File: src/rtl/ssr_map.svh
/*
  Address map, field positions, reset values and fixed codes of the slot
  status, indirect configuration window and serial number register bank.
  Assumes a 12-bit APB byte address and 32-bit data words.
*/
`ifndef SSR_MAP_SVH
`define SSR_MAP_SVH

// ***************************************************************************
// Register byte offsets
// ***************************************************************************
`define SSR_AW 12
`define SSR_OFF_SLOT 12'h080
`define SSR_OFF_CFGA 12'h0F8
`define SSR_OFF_CFGD 12'h0FC
`define SSR_OFF_SNCAP 12'h100
`define SSR_OFF_SNLO 12'h104
`define SSR_OFF_SNHI 12'h108

// ***************************************************************************
// Slot status and control fields
// ***************************************************************************
`define SSR_EN_RANGE 5:0
`define SSR_EN_GLOBAL 5
`define SSR_EN_EVENTS 4:0
`define SSR_ST_RANGE 20:16
`define SSR_ST_LATCH 21
`define SSR_ST_PRES 22
`define SSR_EV_N 5
`define SSR_LANE_EN 0
`define SSR_LANE_ST 2
`define SSR_EN_RST 6'h00
`define SSR_EV_RST 5'h00

// ***************************************************************************
// Indirect configuration address window fields
// ***************************************************************************
`define SSR_CFGA_FUNC 2:0
`define SSR_CFGA_DEV 7:3
`define SSR_CFGA_BUS 15:8
`define SSR_CFGA_DWORD 25:16
`define SSR_CFGA_RSVD 30:26
`define SSR_CFGA_EN 31
`define SSR_CFGA_MASK 32'h83FF_FFFF

// ***************************************************************************
// Serial number capability and common values
// ***************************************************************************
`define SSR_CAP_ID 16'h0003
`define SSR_CAP_VER 4'h1
`define SSR_CAP_NEXT 12'hFB4
`define SSR_SN_LO 31:0
`define SSR_SN_HI 63:32
`define SSR_ZERO32 32'h0000_0000
`define SSR_LANES 4
`define SSR_LANE_W 8

`endif

File: src/rtl/ssr_pkg.sv
/*
  Types shared by the slot status register bank: slot sense inputs, the
  indirect configuration request and the bus state encoding.
  Assumes the constants of ssr_map.svh are included by the user.
*/
package ssr_pkg;

  typedef struct packed {
    logic attn_button;
    logic power_fault;
    logic latch_open;
    logic card_present;
    logic cmd_done;
  } ssr_slot_in_t;

  typedef struct packed {
    logic write;
    logic [2:0] func;
    logic [4:0] dev;
    logic [7:0] bus;
    logic [9:0] dword;
    logic [31:0] wdata;
  } ssr_icfg_req_t;

  typedef enum logic [2:0] {
    SSR_IDLE = 3'h1,
    SSR_WAIT = 3'h2,
    SSR_RESP = 3'h4
  } ssr_bus_state_t;

endpackage : ssr_pkg

File: src/rtl/ssr_regs.sv
/*
  APB register bank holding slot status with hot-plug interrupt enables,
  the indirect configuration address and data windows, and the serial
  number capability. Assumes synchronous slot inputs, an indirect access
  engine that answers each request with icfg_ack, and an APB master.
*/
// The APB interface to the registers was chosen for this implementation.
// Overview of operation
// RULE1 - Reverse mode: attention button press sets sticky bit 16, write one clears.
// RULE2 - Reverse mode: slot power fault sets sticky bit 17, write one clears.
// RULE3 - Reverse mode: retention latch change sets sticky bit 18, write one clears.
// RULE4 - Reverse mode: presence change sets sticky bit 19, write one clears.
// RULE5 - Reverse mode: hot-plug command completion sets sticky bit 20, write one clears.
// RULE6 - Bit 21 shows live latch state, one means open.
// RULE7 - Bit 22 shows live presence, one means card present.
// RULE8 - Forward mode: event bits read-only and inert; status bits 16 to 20 reset zero, bits 21 and 22 stay live.
// RULE9 - Address window holds function, device, bus, dword index and enable; reset zero.
// RULE10 - Data window reads or writes the register selected by the address window.
// RULE11 - Capability header reads ID 0003h, version 1h, next pointer FB4h.
// RULE12 - Serial number is 64 read-only bits, low then high dword, loadable.
// RULE13 - Interrupt needs event enable and global enable bit 5 both set.
// RULE14 - Reserved bits read zero and ignore writes.
// RULE15 - Forward mode: both window registers are read-only.
`timescale 1ns/10ps
`include "ssr_map.svh"

module ssr_regs
  import ssr_pkg::*;
#(
  // Value is arbitrary.
  parameter logic [63:0] SN_DEFAULT = 64'h0123_4567_89AB_CDEF
) (
  input wire logic pclk,
  input wire logic presetn,
  input wire logic psel,
  input wire logic penable,
  input wire logic pwrite,
  input wire logic [`SSR_AW-1:0] paddr,
  input wire logic [31:0] pwdata,
  input wire logic [3:0] pstrb,
  output logic [31:0] prdata,
  output logic pready,
  output logic pslverr,
  input wire logic rev_mode,
  input wire ssr_slot_in_t slot_i,
  input wire logic sn_load,
  input wire logic [63:0] sn_load_value,
  output logic icfg_valid,
  output ssr_icfg_req_t icfg_req,
  input wire logic icfg_ack,
  input wire logic [31:0] icfg_rdata,
  output logic hp_irq
);

  // *************************************************************************
  // Declarations
  // *************************************************************************
  ssr_bus_state_t bst_q;
  logic [31:0] prdata_q;
  logic pslverr_q;
  logic [`SSR_EV_N-1:0] ev_q;
  logic [`SSR_EV_N-1:0] ev_set;
  logic [`SSR_EV_N-1:0] ev_clr;
  logic [5:0] en_q;
  logic [31:0] addr_q;
  logic [31:0] data_q;
  logic [63:0] sn_q;
  ssr_icfg_req_t req_q;
  ssr_slot_in_t prev_q;
  logic armed_q;
  logic irq_q;
  logic [31:0] rd_data;
  logic rd_err;
  logic setup;
  logic is_ind;
  logic wr_fire;
  logic [31:0] cap_hdr;

  function automatic logic [31:0] lane_merge(input logic [31:0] old_v,
                                             input logic [31:0] new_v,
                                             input logic [3:0] strb);
    logic [31:0] r;
    r = old_v;
    for (int i = 0; i < `SSR_LANES; i++) begin
      if (strb[i]) begin
        r[i*`SSR_LANE_W +: `SSR_LANE_W] = new_v[i*`SSR_LANE_W +: `SSR_LANE_W];
      end
    end
    return r;
  endfunction : lane_merge

  assign cap_hdr = {`SSR_CAP_NEXT, `SSR_CAP_VER, `SSR_CAP_ID}; // [RULE11]
  assign setup = psel && !penable && (bst_q == SSR_IDLE);
  assign is_ind = rev_mode && (paddr == `SSR_OFF_CFGD) && addr_q[`SSR_CFGA_EN]; // [RULE10]
  assign wr_fire = psel && penable && pwrite && (bst_q == SSR_RESP);

  assign prdata = prdata_q;
  assign pslverr = pslverr_q;
  assign pready = (bst_q == SSR_RESP);
  assign icfg_valid = (bst_q == SSR_WAIT);
  assign icfg_req = req_q;
  assign hp_irq = irq_q;

  // *************************************************************************
  // Read decode
  // *************************************************************************
  always_comb begin
    rd_data = `SSR_ZERO32;
    rd_err = 1'b0;
    if (paddr == `SSR_OFF_SLOT) begin
      rd_data[`SSR_EN_RANGE] = en_q;
      rd_data[`SSR_ST_RANGE] = ev_q;
      rd_data[`SSR_ST_LATCH] = slot_i.latch_open; // [RULE6]
      rd_data[`SSR_ST_PRES] = slot_i.card_present; // [RULE7]
    end else if (paddr == `SSR_OFF_CFGA) begin
      rd_data = addr_q & `SSR_CFGA_MASK; // [RULE14]
    end else if (paddr == `SSR_OFF_CFGD) begin
      rd_data = data_q;
    end else if (paddr == `SSR_OFF_SNCAP) begin
      rd_data = cap_hdr;
    end else if (paddr == `SSR_OFF_SNLO) begin
      rd_data = sn_q[`SSR_SN_LO]; // [RULE12]
    end else if (paddr == `SSR_OFF_SNHI) begin
      rd_data = sn_q[`SSR_SN_HI]; // [RULE12]
    end else begin
      rd_err = 1'b1;
    end
  end

  // *************************************************************************
  // APB transfer sequencing
  // *************************************************************************
  always_ff @(posedge pclk or negedge presetn) begin
    if (!presetn) begin
      bst_q <= SSR_IDLE;
    end else begin
      case (bst_q)
        SSR_IDLE: begin
          if (psel && !penable) begin
            bst_q <= is_ind ? SSR_WAIT : SSR_RESP;
          end
        end
        SSR_WAIT: begin
          if (icfg_ack) begin
            bst_q <= SSR_RESP;
          end
        end
        SSR_RESP: begin
          if (psel && penable) begin
            bst_q <= SSR_IDLE;
          end
        end
        default: begin
          bst_q <= SSR_IDLE;
        end
      endcase
    end
  end

  // A direct answer is registered at setup, so pready may rise in the first access cycle.
  always_ff @(posedge pclk or negedge presetn) begin
    if (!presetn) begin
      prdata_q <= `SSR_ZERO32;
      pslverr_q <= 1'b0;
    end else if (setup && !is_ind) begin
      prdata_q <= pwrite ? `SSR_ZERO32 : rd_data;
      pslverr_q <= rd_err;
    end else if ((bst_q == SSR_WAIT) && icfg_ack) begin
      prdata_q <= pwrite ? `SSR_ZERO32 : icfg_rdata; // [RULE10]
      pslverr_q <= 1'b0;
    end
  end

  // *************************************************************************
  // Indirect configuration request
  // *************************************************************************
  always_ff @(posedge pclk or negedge presetn) begin
    if (!presetn) begin
      req_q <= '0;
    end else if (setup && is_ind) begin
      req_q.write <= pwrite; // [RULE10]
      req_q.func <= addr_q[`SSR_CFGA_FUNC];
      req_q.dev <= addr_q[`SSR_CFGA_DEV];
      req_q.bus <= addr_q[`SSR_CFGA_BUS];
      req_q.dword <= addr_q[`SSR_CFGA_DWORD];
      req_q.wdata <= lane_merge(data_q, pwdata, pstrb);
    end
  end

  // *************************************************************************
  // Address and data windows
  // *************************************************************************
  always_ff @(posedge pclk or negedge presetn) begin
    if (!presetn) begin
      addr_q <= `SSR_ZERO32; // [RULE9]
    end else if (wr_fire && rev_mode && (paddr == `SSR_OFF_CFGA)) begin // [RULE15]
      addr_q <= lane_merge(addr_q, pwdata, pstrb) & `SSR_CFGA_MASK; // [RULE14]
    end
  end

  always_ff @(posedge pclk or negedge presetn) begin
    if (!presetn) begin
      data_q <= `SSR_ZERO32;
    end else if ((bst_q == SSR_WAIT) && icfg_ack && !req_q.write) begin
      data_q <= icfg_rdata; // [RULE10]
    end else if (wr_fire && rev_mode && (paddr == `SSR_OFF_CFGD)) begin // [RULE15]
      data_q <= lane_merge(data_q, pwdata, pstrb);
    end
  end

  // *************************************************************************
  // Serial number
  // *************************************************************************
  always_ff @(posedge pclk or negedge presetn) begin
    if (!presetn) begin
      sn_q <= SN_DEFAULT;
    end else if (sn_load) begin
      sn_q <= sn_load_value; // [RULE12]
    end
  end

  // *************************************************************************
  // Slot events and enables
  // *************************************************************************
  // The first cycle after reset only samples the inputs, so a card already present
  // at reset does not look like a change.
  always_ff @(posedge pclk or negedge presetn) begin
    if (!presetn) begin
      prev_q <= '0;
      armed_q <= 1'b0;
    end else begin
      prev_q <= slot_i;
      armed_q <= 1'b1;
    end
  end

  always_comb begin
    ev_set = `SSR_EV_RST;
    ev_set[0] = slot_i.attn_button && !prev_q.attn_button; // [RULE1]
    ev_set[1] = slot_i.power_fault && !prev_q.power_fault; // [RULE2]
    ev_set[2] = slot_i.latch_open != prev_q.latch_open; // [RULE3]
    ev_set[3] = slot_i.card_present != prev_q.card_present; // [RULE4]
    ev_set[4] = slot_i.cmd_done; // [RULE5]
    if (!armed_q || !rev_mode) begin
      ev_set = `SSR_EV_RST; // [RULE8]
    end
  end

  assign ev_clr = (wr_fire && rev_mode && (paddr == `SSR_OFF_SLOT) && pstrb[`SSR_LANE_ST]) ?
                  pwdata[`SSR_ST_RANGE] : `SSR_EV_RST;

  // A new event wins over a clear in the same cycle.
  for (genvar g = 0; g < `SSR_EV_N; g++) begin : g_ev
    always_ff @(posedge pclk or negedge presetn) begin
      if (!presetn) begin
        ev_q[g] <= 1'b0; // [RULE8]
      end else if (!rev_mode) begin
        ev_q[g] <= 1'b0; // [RULE8]
      end else if (ev_set[g]) begin
        ev_q[g] <= 1'b1; // [RULE1] [RULE2] [RULE3] [RULE4] [RULE5]
      end else if (ev_clr[g]) begin
        ev_q[g] <= 1'b0;
      end
    end
  end

  always_ff @(posedge pclk or negedge presetn) begin
    if (!presetn) begin
      en_q <= `SSR_EN_RST;
    end else if (!rev_mode) begin
      en_q <= `SSR_EN_RST;
    end else if (wr_fire && (paddr == `SSR_OFF_SLOT) && pstrb[`SSR_LANE_EN]) begin
      en_q <= pwdata[`SSR_EN_RANGE];
    end
  end

  always_ff @(posedge pclk or negedge presetn) begin
    if (!presetn) begin
      irq_q <= 1'b0;
    end else begin
      irq_q <= rev_mode && en_q[`SSR_EN_GLOBAL] && (|(ev_q & en_q[`SSR_EN_EVENTS])); // [RULE13]
    end
  end
endmodule : ssr_regs

File: config.mk
export PLATFORM = sky130hd
export DESIGN_NAME = ssr_regs
export DESIGN_NICKNAME = d
export VERILOG_FILES = /design/src/rtl/ssr_pkg.sv /design/src/rtl/ssr_regs.sv
export VERILOG_INCLUDE_DIRS = /design/src /design/src/rtl
export SDC_FILE = /design/constraint.sdc
export NUM_CORES = 1
export LEC_CHECK = 0
export BUFFER_PORTS_ARGS = -buffer_cell sky130_fd_sc_hd__buf_2
export CAP_MARGIN = 40
export CORE_ASPECT_RATIO = 0.9
export CORE_MARGIN = 4
export CORE_UTILIZATION = 54
export DETAILED_ROUTE_END_ITERATION = 8
export MAX_ROUTING_LAYER = met4
export PLACE_DENSITY = 0.8
export SLEW_MARGIN = 10
export SYNTH_ARGS = -nofsm -noshare
export SYNTH_HDL_FRONTEND = slang
export SYNTH_SLANG_ARGS = --single-unit
File: constraint.sdc
create_clock -name pclk -period 2.3 [get_ports pclk]
set_input_delay 0.23 -clock pclk [delete_from_list [all_inputs] [get_ports pclk]]
set_output_delay 0.23 -clock pclk [all_outputs]
set_load 0.005 [all_outputs]
==> run metrics <==
outcome complete, no violations; largest net degree at the start of global routing 75; pre-CTS setup slack 0.06127 ns; Setup TNS Final 0 ns; CP Max Fanout 9; Site Rows between 40 and 50; DR iter-0 viols 988; detailed-route DRC error count 0; CTS H-tree lvls 1; worst min-delay path class input port to flip-flop; Area growth syn-to-layout 31.07%; gr ovfl total 0; initial antenna violation count 0; startpoint types flip-flop; critical path arrival 2.61 ns; P per Cell Area 662.1 nW/um^2; Post-DP HPWL 24.69 mm; Pwr Total ~9.6 mW; setup violators final 0; input/output buffers 251; unrepaired setup endpoints after global routing no; Final GP Congestion around 0.96; io pins 252; Setup Crit Path Kind flip-flop to flip-flop; Cells after Synth 962; die height 143.4 um; DRT Pass-1 Iters 8; root buf cell clkbuf_16; Final period util 0.9361; Mapped Area 11,010 um^2; required time of the critical path 2.76 ns; TritonCTS clock tree built; leakage power between 6 and 7 nW; total CTS buffers 25; vias in the first global route a little under 10,000; Peak Freq 464.4 MHz; Final Skew 0.01145 ns; synth unique cells 63; starting density of the core 0.5506; share of layout cells above drive strength 1 0.3835; Critical path origin bst_q[2]$_DFFE_PN0P_; hold_sp pwdata[2]; All-Layer GR Usage 0.3252; Die X 158.5 um; DR vias/cell approximately 6; headroom to the max-slew limit 0.6528; Yosys warning count 0; CP endpoint kind flip-flop; average routed wire per standard cell 23.03 um; ys async rst share 1.000; Period minus WS final 2.153 ns; EDFF count, synth 0; fin nets roughly 1,500; sequential area share after synthesis 0.5381; final max-slew violation count 0; Tightest Pin Transition 0.5161 ns; final setup margin 0.1469 ns; r2r startpoint bst_q[2]$_DFFE_PN0P_; vias 9,737; Clock Sinks 235; syn_area_per_cell 11.44 um^2; Post-synth top flop dfrtp_1; clk slew on worst S/H paths around 0.06 ns; Antenna Nets Post-Route 0; Worst VDD drop 689.6 uV; flip-flop and latch count after synthesis 235; total length of routed wires 36.53 mm; max-cap violations 0; clock latency on the worst-skew pair 0.53 ns; CTS Buffer Depth 3; multi-input logic area 4746 um^2; syn_nets 1,119; Die ar. 22,730 um^2; first-pass GRT wire length 55.48 mm; Core Region between 15,000 and 20,000 um^2; Fillers 1,407; Fin. Hold Viols 0; Finished Core Util 0.7217; Reg area between 5000 and 6000 um^2
per-layer routing:
metal	track usage	part of all wire	vias up
met3	0.07889	0.099	124
met1	0.4367	0.41	4771
li1	-	-	4280
met2	0.4878	0.46	562
met5	-	0	-
met4	0.1136	0.038	0
per-stage QoR:
step	instance area (um^2)	hold slack (ns)	instances
4_1_cts	14420	0.002589	1585
5_1_grt	14420	0.008798	1585
3_3_place_gp	12720	0.2086	1453
6_report	14430	0.02147	1586
2_1_floorplan	11010	-0.06559	962
3_5_place_dp	12720	0.2146	1453
layout make-up:
| type | count | area share |
|---|---|---|
| well taps | 255 | 0.02212 |
| clock inverters | 10 | 0.007459 |
| multi-input cells | 652 | 0.3290 |
| clock buffers | 36 | 0.05039 |
| diodes | 1 | 0.0001735 |
| inverters | 7 | 0.001821 |
| flip-flops and latches | 235 | 0.4105 |
| repair buffers | 390 | 0.1785 |
power by group:
group	switching, mW	internal [mW]	total (mW)	leakage [nW]
Clock	1.68	2.42	4.10	0.418
Combinational	0.516	0.483	1.00	3.38
Sequential	0.109	4.35	4.45	3.07
sequential cells by signal, indices dropped and copies added (netlist names):
signal,cells
sn_q,64
icfg_req,59
data_q,32
prdata,32
addr_q,27
en_q,6
ev_q,5
prev_q,4
bst_q,3
armed_q,1
hp_irq,1
pslverr,1
cells in the mapped netlist (6+ instances only):
cell type / count / area share
a211oi_1: 10 / 0.0068
nand3b_1: 6 / 0.0041
o21ai_0: 59 / 0.027
a22oi_1: 34 / 0.023
nor2b_1: 10 / 0.0057
dfrtp_1: 202 / 0.46
buf_2: 18 / 0.0082
nand2_1: 79 / 0.027
o22ai_1: 43 / 0.024
inv_1: 7 / 0.0024
dfstp_2: 33 / 0.079
o21a_1: 14 / 0.0095
o2111ai_1: 11 / 0.0088
clkbuf_1: 38 / 0.013
nand3_1: 7 / 0.0032
mux2_2: 114 / 0.12
o21ai_1: 11 / 0.0050
and2_1: 6 / 0.0034
a21oi_1: 51 / 0.023
nand2b_1: 7 / 0.0040
a2bb2oi_1: 24 / 0.019
mux2i_1: 45 / 0.041
nand4_1: 6 / 0.0034
nor2_1: 36 / 0.012
cells in the final DEF, fill, tap and decap left out, types with 33 or more instances in the layout:
master,instances
a21oi_1,51
a22oi_1,34
buf_2,250
buf_4,49
dfrtp_1,202
dfstp_2,33
dlygate4sd3_1,86
mux2_2,114
mux2i_1,45
nand2_1,79
nor2_1,35
o21ai_0,59
o22ai_1,43
worst max-delay path, cell delays in order, from the launching register on:
cell      delay, ns
dfrtp_1        0.44
nor2_1         0.20
nand4b_1       0.25
a31oi_4        0.30
buf_4          0.25
nand2_2        0.10
o31ai_1        0.35
a22o_1         0.19
path summary, 6_finish.rpt:
kind                                                 end  slack (ns)  depth (start not counted)
worst max register to register     prdata[4]$_DFFE_PN0P_        0.15                          7
max in group asynchronous           sn_q[40]$_DFFE_PN1P_        1.27                          3
min in group asynchronous       icfg_req[50]$_DFFE_PN0P_        0.25                          2
worst max-delay path               prdata[4]$_DFFE_PN0P_        0.15                          7
worst min register to register     prdata[1]$_DFFE_PN0P_        0.47                          1
worst min-delay path               addr_q[2]$_DFFE_PN0P_        0.02                          2
kinds of logic (layout without fill, tap and decap cells):
| logic type | Yosys count | in the layout | synth area share |
|---|---|---|---|
| XOR/XNOR | 2 | 2 | 0.001592 |
| AND/OR/NAND/NOR | 185 | 185 | 0.08561 |
| AO/OA/AOI/OAI | 305 | 305 | 0.1847 |
| buffers and inverters | 75 | 443 | 0.03206 |
| flip-flops | 235 | 235 | 0.5381 |
| multiplexers | 159 | 159 | 0.1576 |
| other | 1 | 2 | 0.0003407 |
timing repair:
action | in CTS | in global routing
buffers inserted | 0 | 0
endpoints found under the setup margin | 0 | 1
endpoints found under the hold margin | 142 | 0
hold buffers | 86 | 0
resized for setup | 0 | 1
Power figures use the tool's default switching activity.
